===== config.mk =====
export PLATFORM = sky130hd
export DESIGN_NAME = sdme_encoder
export DESIGN_NICKNAME = d
export VERILOG_FILES = /design/src/shared/sdme_pkg.sv /design/src/hw/sdme_encoder.sv
export SDC_FILE = /design/constraint.sdc
export NUM_CORES = 1
export LEC_CHECK = 0
export ABC_AREA = 1
export BUFFER_PORTS_ARGS = -buffer_cell sky130_fd_sc_hd__buf_2
export CELL_PAD_IN_SITES_DETAIL_PLACEMENT = 0
export CELL_PAD_IN_SITES_GLOBAL_PLACEMENT = 1
export CORE_ASPECT_RATIO = 0.5
export CORE_UTILIZATION = 46
export DETAILED_ROUTE_END_ITERATION = 6
export GPL_TIMING_DRIVEN = 1
export PLACE_DENSITY_LB_ADDON = 0.1
export SYNTH_ARGS = -nofsm -noshare
export SYNTH_HDL_FRONTEND = slang
export SYNTH_SLANG_ARGS = --single-unit

===== constraint.sdc =====
create_clock -name ref_clk_i -period 3.2 [get_ports ref_clk_i]
set_input_delay 0.16 -clock ref_clk_i [delete_from_list [all_inputs] [get_ports ref_clk_i]]
set_output_delay 0.16 -clock ref_clk_i [all_outputs]
set_load 0.05 [all_outputs]

===== src/shared/sdme_pkg.sv =====
// Overview of operation
// - safety code: bit1 inverse angle, bit0 field
// - application class maps to sensor type codes
// - protocol version field maps to revision code
// - supply message carries 9-bit voltage value
// - temperature message carries 8-bit value
// - channel index bit sends 000h or fffh
// - eight customer words sent unchanged, ids 90h-97h
// - maker code message is fixed, not programmable
// - status bit0 set while in diagnostic mode
// - mask bit forces diagnostic flag to zero
// - status bit1 pre-warning while in normal mode
// - mask bit forces pre-warning bit to zero
// - diagnostic mode substitutes fast data per format
// - status code sent only with slow channel enabled
// - frame crc excludes the status nibble
// - data nibbles keep angle despite the pre-warning flag
// - message spread over 18 frames, bits 2-3
// - fixed 18-message cycle repeated while enabled
// - diagnostic status code values and priority
package sdme_pkg;
   // message ids of the slow channel
   localparam logic [7:0] ID_DIAG   = 8'h01;
   localparam logic [7:0] ID_TYPE   = 8'h03;
   localparam logic [7:0] ID_MAKER  = 8'h05;
   localparam logic [7:0] ID_REV    = 8'h06;
   localparam logic [7:0] ID_SUPPLY = 8'h1c;
   localparam logic [7:0] ID_TEMP   = 8'h23;
   localparam logic [7:0] ID_CHAN   = 8'h29;
   localparam logic [7:0] ID_CUST0  = 8'h90;
   // maker code, value is arbitrary
   localparam logic [11:0] MAKER_CODE = 12'h5a5;
   // diagnostic status codes
   localparam logic [11:0] DC_NONE   = 12'h000;
   localparam logic [11:0] DC_OOR_HI = 12'h001;
   localparam logic [11:0] DC_OOR_LO = 12'h002;
   localparam logic [11:0] DC_UNDERV = 12'h020;
   localparam logic [11:0] DC_OVERV  = 12'h021;
   localparam logic [11:0] DC_OVERT  = 12'h022;
   localparam logic [11:0] DC_EDC    = 12'h023;
   // clamps and fast-channel diagnostic values
   localparam logic [11:0] SUPPLY_MAX = 12'h1ff;
   localparam logic [11:0] TEMP_MAX   = 12'h0ff;
   localparam logic [11:0] FAST_DIAG_A1 = 12'd4095;
   localparam logic [11:0] FAST_DIAG_H  = 12'd4090;
   // channel index codes
   localparam logic [11:0] CHAN_CODE0 = 12'h000;
   localparam logic [11:0] CHAN_CODE1 = 12'hfff;
   // frame and cycle lengths
   localparam logic [4:0] FRAMES_PER_MSG = 5'd18;
   localparam logic [4:0] MSGS_PER_CYCLE = 5'd18;
   // status nibble bit positions
   localparam int ST_DIAG = 0;
   localparam int ST_WARN = 1;
   localparam int ST_SER_DATA = 2;
   localparam int ST_SER_SYNC = 3;
   // fifo shape
   localparam int FIFO_WIDTH = 16;
   localparam int FIFO_DEPTH = 16;
   // fast-channel protocol formats, one-hot
   typedef enum logic [4:0] {
      FMT_A1 = 5'b00001,
      FMT_A3 = 5'b00010,
      FMT_H1 = 5'b00100,
      FMT_H3 = 5'b01000,
      FMT_H4 = 5'b10000
   } sdme_fmt_type;
   // encoder state
   typedef struct packed {
      logic        pending;   // frame request waiting for fifo room
      logic [4:0]  frame_idx; // frame within the current message
      logic [4:0]  msg_idx;   // message within the cycle
      logic [7:0]  msg_id;    // latched id of message in flight
      logic [11:0] msg_data;  // latched data of message in flight
   } sdme_state_type;
endpackage : sdme_pkg


===== src/hw/sdme_encoder.sv =====
`timescale 1ns/1ps
`default_nettype none

// small synchronous fifo; flags are registered so the ports come from flops
module sdme_fifo #(
   parameter int WIDTH = 16,
   parameter int DEPTH = 16
) (
   input  wire logic             ref_clk_i,
   input  wire logic             rst_b_i,
   input  wire logic             in_valid_i,
   output logic                  in_ready_o,
   input  wire logic [WIDTH-1:0] in_data_i,
   output logic                  out_valid_o,
   input  wire logic             out_ready_i,
   output logic      [WIDTH-1:0] out_data_o
);
   // depth must be a power of two so the pointers wrap by themselves
   localparam int AW = $clog2(DEPTH);
   // fifo state packed in one struct
   typedef struct packed {
      logic [AW-1:0] wr;     // write pointer
      logic [AW-1:0] rd;     // read pointer
      logic [AW:0]   cnt;    // fill level
      logic          nfull;  // room left
      logic          nempty; // data held
   } sdme_fifo_st_type;
   sdme_fifo_st_type   st_q, st_d;
   logic [WIDTH-1:0]   mem_q [DEPTH];    // storage words
   logic               push;             // word accepted
   logic               pop;              // word drained
   logic [AW:0]        cnt_n;            // level after this cycle

   // pointer and level bookkeeping
   always_comb begin
      push  = in_valid_i & st_q.nfull;
      pop   = out_ready_i & st_q.nempty;
      st_d  = st_q;
      // level kept apart from the pointers so full and empty differ
      cnt_n = st_q.cnt + (AW+1)'(push) - (AW+1)'(pop);
      if (push) begin
         st_d.wr = st_q.wr + 1'b1;
      end
      if (pop) begin
         st_d.rd = st_q.rd + 1'b1;
      end
      st_d.cnt    = cnt_n;
      st_d.nfull  = cnt_n != (AW+1)'(DEPTH);
      st_d.nempty = cnt_n != '0;
   end

   // state register, reset to empty
   always_ff @(posedge ref_clk_i) begin
      if (!rst_b_i) begin
         st_q <= '{wr: '0, rd: '0, cnt: '0, nfull: 1'b1, nempty: 1'b0};
      end else begin
         st_q <= st_d;
      end
   end

   // storage has no reset; only written entries are ever read
   // no bypass: a word shows one edge after its push
   always_ff @(posedge ref_clk_i) begin
      if (push) begin
         mem_q[st_q.wr] <= in_data_i;
      end
   end

   assign in_ready_o  = st_q.nfull;
   assign out_valid_o = st_q.nempty;
   assign out_data_o  = mem_q[st_q.rd];
endmodule : sdme_fifo

// builds one 16-bit frame word {status nibble, fast data} per frame request; requests arriving while one waits share its word
module sdme_encoder #(
   parameter int FIFO_DEPTH_P = sdme_pkg::FIFO_DEPTH
) (
   input  wire logic                    ref_clk_i,
   input  wire logic                    rst_b_i,
   input  wire logic                    frame_req_i,       // one pulse per frame
   output logic                         frame_busy_o,      // request still waiting
   input  wire logic [11:0]             angle_i,           // angular value
   input  wire sdme_pkg::sdme_fmt_type  fmt_i,             // fast-channel format
   input  wire logic                    diag_mode_i,       // device in diagnostic mode
   input  wire logic                    angle_inv_fail_i,  // inverse angle check failed
   input  wire logic                    field_conv_fail_i, // field conversion check failed
   input  wire logic [8:0]              other_chk_fail_i,  // remaining checks, code bits 10:2
   input  wire logic                    oor_high_i,        // above out_of_range_limit high
   input  wire logic                    oor_low_i,         // below out_of_range_limit low
   input  wire logic                    memory_error_detect_i, // single-bit error corrected
   input  wire logic                    over_temp_i,       // temperature above threshold
   input  wire logic                    over_volt_i,       // supply above upper limit
   input  wire logic                    under_volt_i,      // supply below lower limit
   input  wire logic [9:0]              supply_meas_i,     // measured supply code
   input  wire logic [8:0]              temp_meas_i,       // measured temperature code
   input  wire logic                    slow_channel_enable_i, // from link_config_word_a
   input  wire logic                    mask_diag_i,       // from link_config_word_b
   input  wire logic                    mask_warn_i,       // from link_config_word_b
   input  wire logic [3:0]              app_class_i,       // application class field
   input  wire logic [1:0]              protocol_version_field_i,
   input  wire logic                    channel_index_bit_i,
   input  wire logic [11:0]             customer_word_i [8], // customer_word_1..8
   output logic                         word_valid_o,
   input  wire logic                    word_ready_i,
   output logic [15:0]                  word_o             // {status, data}
);
   import sdme_pkg::*;

   sdme_state_type st_q, st_d;        // encoder state
   logic [11:0]    safety_code;       // assembled safety error code
   logic [11:0]    diag_code;         // current diagnostic status code
   logic [11:0]    type_code;         // sensor type code
   logic [11:0]    rev_code;          // revision code
   logic [11:0]    msg_data_n;        // content for the next message
   logic [7:0]     msg_id_n;          // id for the next message
   logic [4:0]     msg_idx_n;         // message index for the next message
   logic [4:0]     msg_sel;           // message index whose content is chosen
   logic [3:0]     status;            // status nibble of this frame
   logic [11:0]    fast_data;         // data nibbles of this frame
   logic           prewarn;           // any pre-warning condition
   logic           bit3;              // serial sync/id bit
   logic           bit2;              // serial data bit
   logic           fifo_ready;        // fifo has room
   logic           emit;              // word written this cycle
   logic [4:0]     f;                 // frame index alias

   // safety code assembly, bit 11 marks diagnostic mode
   always_comb begin
      safety_code[11]   = diag_mode_i;
      safety_code[10:2] = other_chk_fail_i;
      safety_code[1]    = angle_inv_fail_i;
      safety_code[0]    = field_conv_fail_i;
   end

   // diagnostic status code, safety errors outrank pre-warnings
   // diagnostic mode by itself leaves the code at zero
   always_comb begin
      if (safety_code[10:0] != '0) begin
         diag_code = safety_code | 12'h800;
      end else if (oor_high_i) begin
         diag_code = DC_OOR_HI;
      end else if (oor_low_i) begin
         diag_code = DC_OOR_LO;
      end else if (under_volt_i) begin
         diag_code = DC_UNDERV;
      end else if (over_volt_i) begin
         diag_code = DC_OVERV;
      end else if (over_temp_i) begin
         diag_code = DC_OVERT;
      end else if (memory_error_detect_i) begin
         diag_code = DC_EDC;
      end else begin
         diag_code = DC_NONE;
      end
   end

   // sensor type and revision lookups
   always_comb begin
      unique case (app_class_i)
         4'h0: type_code = 12'h051;
         4'h1: type_code = 12'h052;
         4'h2: type_code = 12'h053;
         4'h3: type_code = 12'h054;
         4'h4: type_code = 12'h055;
         4'h5: type_code = 12'h056;
         4'h6: type_code = 12'h059;
         4'h7: type_code = 12'h05a;
         4'h8: type_code = 12'h062;
         4'h9: type_code = 12'h063;
         4'ha: type_code = 12'h064;
         4'hb: type_code = 12'h066;
         default: type_code = 12'h000;
      endcase
      unique case (protocol_version_field_i)
         2'b00: rev_code = 12'h000;
         2'b01: rev_code = 12'h002;
         2'b10: rev_code = 12'h003;
         default: rev_code = 12'h004;
      endcase
   end

   // next message id and content, chosen by position in the cycle
   always_comb begin
      msg_idx_n = (st_q.msg_idx == MSGS_PER_CYCLE - 5'd1) ? 5'd0 : st_q.msg_idx + 5'd1;
      // a disabled channel restarts at the first message
      if (!slow_channel_enable_i && emit) begin
         msg_sel = 5'd0;
      end else if (st_q.frame_idx == '0) begin
         msg_sel = st_q.msg_idx;
      end else begin
         msg_sel = msg_idx_n;
      end
      unique case (msg_sel)
         5'd0, 5'd7: msg_id_n = ID_DIAG;
         5'd1, 5'd8: msg_id_n = ID_TEMP;
         5'd2, 5'd9: msg_id_n = ID_SUPPLY;
         5'd3: msg_id_n = ID_TYPE;
         5'd4: msg_id_n = ID_CHAN;
         5'd5: msg_id_n = ID_MAKER;
         5'd6: msg_id_n = ID_REV;
         // customer words follow once the fixed messages are done
         default: msg_id_n = ID_CUST0 + 8'(msg_sel - 5'd10);
      endcase
      unique case (msg_id_n)
         ID_DIAG: msg_data_n = diag_code;
         ID_TEMP: msg_data_n = (temp_meas_i > 9'(TEMP_MAX)) ? TEMP_MAX : {3'h0, temp_meas_i};
         ID_SUPPLY: msg_data_n = (supply_meas_i > 10'(SUPPLY_MAX)) ? SUPPLY_MAX : {2'h0, supply_meas_i};
         ID_TYPE: msg_data_n = type_code;
         ID_CHAN: msg_data_n = channel_index_bit_i ? CHAN_CODE1 : CHAN_CODE0;
         ID_MAKER: msg_data_n = MAKER_CODE;
         ID_REV: msg_data_n = rev_code;
         default: msg_data_n = customer_word_i[3'(msg_id_n - ID_CUST0)];
      endcase
   end

   // serial bits of the current frame, enhanced 12-bit data format
   always_comb begin
      f = st_q.frame_idx;
      if (f < 5'd6) begin
         bit3 = 1'b1;
         bit2 = 1'b0;
      end else begin
         bit3 = 1'b0;
         bit2 = st_q.msg_data[4'(5'd17 - f)];
         if (f >= 5'd8 && f <= 5'd11) begin
            bit3 = st_q.msg_id[3'(5'd15 - f)];
         end else if (f >= 5'd13 && f <= 5'd16) begin
            bit3 = st_q.msg_id[3'(5'd16 - f)];
         end
      end
   end

   // status nibble and fast data of the current frame
   // content is sampled in the push cycle, not at the request
   always_comb begin
      // causes are levels; the flag drops once all have cleared
      prewarn = oor_high_i | oor_low_i | memory_error_detect_i | over_temp_i | over_volt_i | under_volt_i;
      status = 4'h0;
      status[ST_DIAG] = diag_mode_i & ~mask_diag_i;
      status[ST_WARN] = prewarn & ~diag_mode_i & ~mask_warn_i;
      status[ST_SER_DATA] = slow_channel_enable_i & bit2;
      status[ST_SER_SYNC] = slow_channel_enable_i & bit3;
      fast_data = angle_i;
      if (diag_mode_i) begin
         unique case (fmt_i)
            FMT_A1: fast_data = FAST_DIAG_A1;
            FMT_H1, FMT_H3, FMT_H4: fast_data = FAST_DIAG_H;
            default: fast_data = angle_i;
         endcase
      end
   end

   // request tracking and frame/message stepping
   always_comb begin
      st_d = st_q;
      emit = st_q.pending & fifo_ready;
      // a request that arrives while one waits is folded into it
      if (frame_req_i) begin
         st_d.pending = 1'b1;
      end
      if (emit) begin
         st_d.pending = frame_req_i;
         if (!slow_channel_enable_i) begin
            // disabled channel restarts the cycle from its first message
            st_d.frame_idx = '0;
            st_d.msg_idx   = '0;
         end else if (st_q.frame_idx == FRAMES_PER_MSG - 5'd1) begin
            st_d.frame_idx = '0;
            st_d.msg_idx   = msg_idx_n;
         end else begin
            st_d.frame_idx = st_q.frame_idx + 5'd1;
         end
      end
      // content is latched for the whole message so its bits stay coherent
      if (st_d.frame_idx == '0 && (emit || st_q.frame_idx == '0)) begin
         st_d.msg_id   = msg_id_n;
         st_d.msg_data = msg_data_n;
      end
   end

   // state register
   always_ff @(posedge ref_clk_i) begin
      if (!rst_b_i) begin
         st_q <= '{pending: 1'b0, frame_idx: '0, msg_idx: '0, msg_id: ID_DIAG, msg_data: DC_NONE};
      end else begin
         st_q <= st_d;
      end
   end

   // busy is the pending flop itself, so the port comes from a flop
   assign frame_busy_o = st_q.pending;

   // frame words queue toward the nibble serialiser, which adds the crc
   // status nibble kept out of the crc
   sdme_fifo #(.WIDTH(FIFO_WIDTH), .DEPTH(FIFO_DEPTH_P)) u_fifo (
      .ref_clk_i   (ref_clk_i),
      .rst_b_i     (rst_b_i),
      .in_valid_i  (emit),
      .in_ready_o  (fifo_ready),
      .in_data_i   ({status, fast_data}),
      .out_valid_o (word_valid_o),
      .out_ready_i (word_ready_i),
      .out_data_o  (word_o)
   );
endmodule : sdme_encoder

`default_nettype wire


### Word level (Yosys, flattened, before mapping)

Memories as Yosys holds them, arrays and structs flattened. A register that Yosys moved wholly into a read port is not among the register bits.
Index checks and enable logic that the tools add are counted.

* register bits after elaboration: 46
* RAM bits: 256
* ROM bits: 112
* output and inout bits: 18
* word-level logic and storage cells: 136
* memories: 2

* $add $sub $neg: 12
* magnitude comparators: 11
* eq/ne operators: 26
* mux-type cells: 40
* bitwise gates (word level): 17
* reductions and logical operators: 18

Memory list
* u_fifo.mem_q: words 16, bits a word 16, rd ports 1, clocked after memory_dff 1, write ports 1, line sdme_encoder.sv:29 `logic [WIDTH-1:0] mem_q [DEPTH];`
* (name not given): words 16, bits a word 7, rd ports 1, clocked after memory_dff 0, write ports 0, line sdme_encoder.sv:159 `unique case (app_class_i)`

Operators by type and width (number)
* case mux 12 bit (7 select lines): 1
* two-way mux 12 bit: 5
* case mux 8 bit (7 select lines): 1
* binary-select mux 12 bit (select 3 bit): 1
* two-way mux 6 bit: 6
* == test 5 x 3 -> 1 bit (second input constant): 5
* two-way mux 5 bit: 5
* case mux 12 bit (2 select lines): 1
* two-way mux 10 bit: 2
* == test 8 x 3 -> 1 bit (second input constant): 2
* == test 8 x 6 -> 1 bit (second input constant): 2
* == test 5 x 4 -> 1 bit (second input constant): 3
* == test 5 bit (second input constant): 3
* logical NOT 5 bit: 3
* two-way mux 11 bit: 1
* nonzero test 11 bit: 1
* adder 5 x 1 -> 5 bit (second input constant): 2
* == test 5 x 1 -> 1 bit (second input constant): 2
* == test 5 x 2 -> 1 bit (second input constant): 2
* >= comparator 5 x 4 -> 1 bit (second input constant): 2
* > comparator 10 x 9 -> 1 bit (second input constant): 1
* two-way mux 1 bit: 10
* > comparator 9 x 8 -> 1 bit (second input constant): 1
* two-way mux 9 bit: 1
* 39 further kinds: 61

### Longest topological paths before layout

* word-level depth: 13
* gate-level depth with buffers: 25
* gate-level depth less buffers: 22

### Modules after synthesis

A second synthesis with hierarchy kept.

* cells, all modules: 1945
* area, all modules: 16228.1 um^2

Modules (own cells, without submodules)
* sdme_fifo: instances 1, cells an instance 1172, area an instance 11937.7 um^2, seq. area each 8067.7 um^2
* sdme_encoder: instances 1, cells an instance 773, area an instance 4290.4 um^2, seq. area each 620.6 um^2

### Worst setup path before layout

No wires, ideal clock.

* kind: register to register
* start point: register st_q (netlist bit f[0])
* end point: register st_q[17] (netlist bit)
* library setup time: 0.057 ns
* arrival time: 2.781 ns
* path slack: 0.362 ns
* stages on the path, launching flop included: 18
* buffers on the path: 3
* path through: dfxtp_1 clkbuf_1 inv_1 clkbuf_1 ha_1 nand2_4 nor2_8 inv_4 nand2_1 nand3_1 buf_6 nand2_4 clkinv_1 nor2_1 ha_1 o211ai_1 o21ai_0 inv_1

* longest elaborated chain between the ends: 6

Ends and longest elaborated chain
* start, declared: line sdme_encoder.sv:109 `sdme_state_type st_q, st_d;`
* start signal, assigned: line sdme_encoder.sv:284 `st_q <= '{pending: 1'b0, frame_idx: '0, msg_idx: '0, msg_id: ID_DIAG, msg_data: DC_NONE};`
* start signal, assigned: line sdme_encoder.sv:286 `st_q <= st_d;`
* logical NOT 5 bit (tied with other cells): line sdme_encoder.sv:188, sdme_encoder.sv:275
* two-way mux 5 bit (on tied branches): line sdme_encoder.sv:188, sdme_encoder.sv:267
* two-way mux 5 bit or two-way mux 10 bit (tied branches): line sdme_encoder.sv:186, sdme_encoder.sv:263
* subtractor 5 x 4 -> 6 bit (tied with other cells): line sdme_encoder.sv:202 `default: msg_id_n = ID_CUST0 + 8'(msg_sel - 5'd10);`
* adder 8 bit (tied with other cells): line sdme_encoder.sv:202
* case mux 8 bit (7 select lines) or logical AND 1 bit (tied branches): line sdme_encoder.sv:193, sdme_encoder.sv:275

Several ways; a longest one is shown, not always the timed one.
A chain may end at the register's enable or synchronous reset.

### Worst setup path in the final report

* start point: register st_q (netlist bit frame_busy_o)
* end point: register st_q[0] (netlist bit)

* longest elaborated chain between the ends: 12

Ends and longest elaborated chain
* bitwise AND 1 bit (*): line sdme_encoder.sv:256 `emit = st_q.pending & fifo_ready;`
* logical AND 1 bit: line sdme_encoder.sv:186 `if (!slow_channel_enable_i && emit) begin`
* two-way mux 5 bit: line sdme_encoder.sv:186
* subtractor 5 x 4 -> 6 bit (tied with other cells): line sdme_encoder.sv:202
* adder 8 bit or OR reduction 2 bit (tied branches): line sdme_encoder.sv:202, sdme_encoder.sv:193
* case mux 8 bit (7 select lines): line sdme_encoder.sv:193 `unique case (msg_sel)`
* subtractor 3 x 1 -> 3 bit: line sdme_encoder.sv:212 `default: msg_data_n = customer_word_i[3'(msg_id_n - ID_CUST0)];`
* inverter 3 -> 4 bit (not written as such): line sdme_encoder.sv:212
* binary-select mux 12 bit (select 3 bit): line sdme_encoder.sv:212
* two-way mux 12 bit (not written as such) (2 in series): line sdme_encoder.sv:212
* case mux 12 bit (7 select lines): line sdme_encoder.sv:204 `unique case (msg_id_n)`

Every way passes the cells marked *; elsewhere a longest branch is shown, timed or not. The select of a mux whose other input is x is not followed.

==> flow_summary.yaml <==
status:
  status: "complete, no violations"
layout:
  multi_input_comb_area_um2: 5570
  syn_to_final_growth_pct: 14.8
  drive_gt1_share_pct: 17.7
  utilization_pct: 54.5
  fin_nets: 1934
  regArea_um2: 8690
  fillers: 2892
  antennaDiodeCount: 0
  layoutNonFillerInstCount: 2193
clocking:
  clkLatencyLatePin_ns: 0.57
  clock_sinks: 306
  clockBufferDepth: 3
  cts_tree: "yes"
  clk_pin_slew_worst_paths_ns: 0.06
  hold_buffers: 4
  root_buffer: "clkbuf_16"
  cts_inserted_buffers: 28
  cts.htree.levels: 1
  cts_setup_buffers: 0
  cts_resized: 0
worst_hold_path:
  hold_path.class: "primary input to flip-flop"
  holdPathStages: 4
setup_path:
  start_kind: "flip-flop"
  arrival_ns: 3.36
  cp_max_fo: 13
  reg2reg_depth: 17
  path_class: "flip-flop to flip-flop"
  required_ns: 3.60
  end_kind: "flip-flop"
placed_design:
  dp_hpwl_um: 25800
  gp_congestion: 0.849
  portBuffers: 181
  placed_cells: 2141
yosys:
  netlist_area_um2: 15300
  synth.net_count: 1759
  ys_top_cells_by_count: "nand2_1 (337), edfxtp_1 (256), inv_1 (149)"
  synth.area.top_cells: "edfxtp_1 (50%), nand2_1 (8.3%), dfxtp_1 (6.6%)"
  ys_types: 51
  post_synth.cell_area_avg_um2: 9.74
  synth-seq-cells: 306
  synth_cells: 1568
  async_flop_share_pct: 0
  synth_most_common_cell: "nand2_1"
  synth_edf_count: 256
  ys_seq_area_share_pct: 56.9
  synth_top_cell_by_area: "edfxtp_1"
  yosysTopAreaCellShare_pct: 50.3
  yosysWarnings: 0
  ys.flop_type: "edfxtp_1"
detailed_routing:
  vias_per_cell: 5.39
  drc: 0
  detail_route.first_pass.iterations: 5
  ant_nets: 0
  routedWlPerCell_um: 18.4
  drt_iter0_markers: 797
  vias: 11800
  wl_um: 40400
floorplanning:
  core_area_um2: 32200
  start_util_pct: 47.5
  ioPinCount: 182
  std_cell_rows: 46
  dieArea_um2: 34000
  die_h_um: 131
  die-width_um: 260
timing:
  tightest_slew_ns: 1.09
  final-setup-viol-count: 0
  clock.fmax_mhz: 337
  max-slew-margin-rel_pct: 27.2
  finalCriticalPeriod_ns: 2.96
  setup_tns_ns: 0
  rsz0062_at_grt: "no"
  hold_violations: 0
  finClkSkew_ns: 0.0234
  maxSlewViolCount: 0
  layout_worst_path_cycle_share_pct: 92.6
global_route:
  grt_max_degree: 65
  grt_usage_pct: 23.5
  grt.overflow.total: 0
  antenna_found_initial: 0
  grt_pass1_vias: 11200
  grt_pass1_wl_um: 61400
flow_run:
  cap_violations: 0
power:
  total_power_mw: 11.0
  leakage_nw: 7.10
  power.density_nw_per_um2: 627
  irDropWorstVdd_uv: 412
## state kept, by name, indices dropped and copies added, names as in the netlist, named ones only
name,flops
u_fifo.mem_q,256
st_q,25
u_fifo.st_q,13
f,5
frame_busy_o,1
u_fifo.in_ready_o,1
u_fifo.out_valid_o,1
## path summary, 6_finish.rpt
check                                             startpoint                      endpoint  slack (ns)
worst max-delay path               frame_busy_o$_SDFFE_PN0P_          st_q[0]$_SDFFE_PN0P_        0.24
worst max register to register     frame_busy_o$_SDFFE_PN0P_          st_q[0]$_SDFFE_PN0P_        0.24
worst min-delay path                   slow_channel_enable_i         st_q[24]$_SDFFE_PN0P_        0.08
worst min register to register  u_fifo.st_q[10]$_SDFFE_PN0P_  u_fifo.st_q[10]$_SDFFE_PN0P_        0.45
## placed cells by master, fill, tap and decap left out, types with 5 or more instances in the layout
master     count
inv_1        149
buf_2        181
o21ai_0      128
mux2i_1       64
ha_1          26
nand2_1      337
nand2_4        8
inv_2         12
nand2_2        9
buf_4         36
clkbuf_16     28
nand3_2        5
o211ai_1      71
nand4_1       20
clkbuf_1       8
nor3_1        11
clkinv_1       6
edfxtp_1     256
nor2_1        81
a21oi_1      109
dfxtp_1       48
nand3_1      104
nor2_2         8
## cell type report
type,instances,area share (%)
Multi-Input combinational cell,1018,31.8
Tap cell,432,3.08
Inverter,164,3.52
Sequential cell,306,49.6
Clock buffer,36,4.17
Timing Repair Buffer,225,7.39
Clock inverter,12,0.507
## where the power goes
part	total [mW]	internal (mW)	switching, mW
clock	3.06	1.62	1.45
sequential	4.66	4.52	0.137
combinational	3.28	1.09	2.19
## metal layers
| layer | GRT usage, % | wire length, um |
|---|---|---|
| met5 | 0 | 0 |
| met4 | 4.36 | 531 |
| met3 | 2.97 | 2000 |
| met2 | 39.6 | 19100 |
| met1 | 33.1 | 18700 |
## critical path, stage by stage (launching register included)
cell      delay [ns]
dfxtp_1         0.37
nand2_2         0.14
inv_2           0.23
nand2_1         0.21
nand2_1         0.18
inv_1           0.06
nand2_1         0.14
nor2_1          0.09
nand2_1         0.07
nand2_1         0.05
nand2_1         0.22
clkinv_1        0.30
o21ai_0         0.20
nand3_1         0.13
nor2_1          0.13
a21oi_1         0.12
nand2_1         0.10
a21oi_1         0.05
## through the flow
step | setup slack (ns) | hold slack [ns] | area [um2]
after floorplan | 0.362 | 0.277 | 15300
after global placement | 0.230 | 0.367 | 16700
after detailed placement | 0.282 | 0.377 | 16700
after CTS | 0.271 | 0.0641 | 17500
after global routing | 0.0164 | 0.101 | 17500
final | 0.237 | 0.0767 | 17500
## cells by family (layout without fill, tap and decap cells)
kind of cell / count (synthesis) / count (layout) / share of synthesized area [%]
simple gates: 592 / 592 / 17.3
buf+inv: 244 / 437 / 6.70
mux: 64 / 64 / 4.19
compound gates: 330 / 330 / 12.4
fa+ha+maj: 27 / 27 / 2.26
xor+xnor: 5 / 5 / 0.287
flops: 306 / 306 / 56.9
No activity file was read; power rests on OpenSTA's default activity.
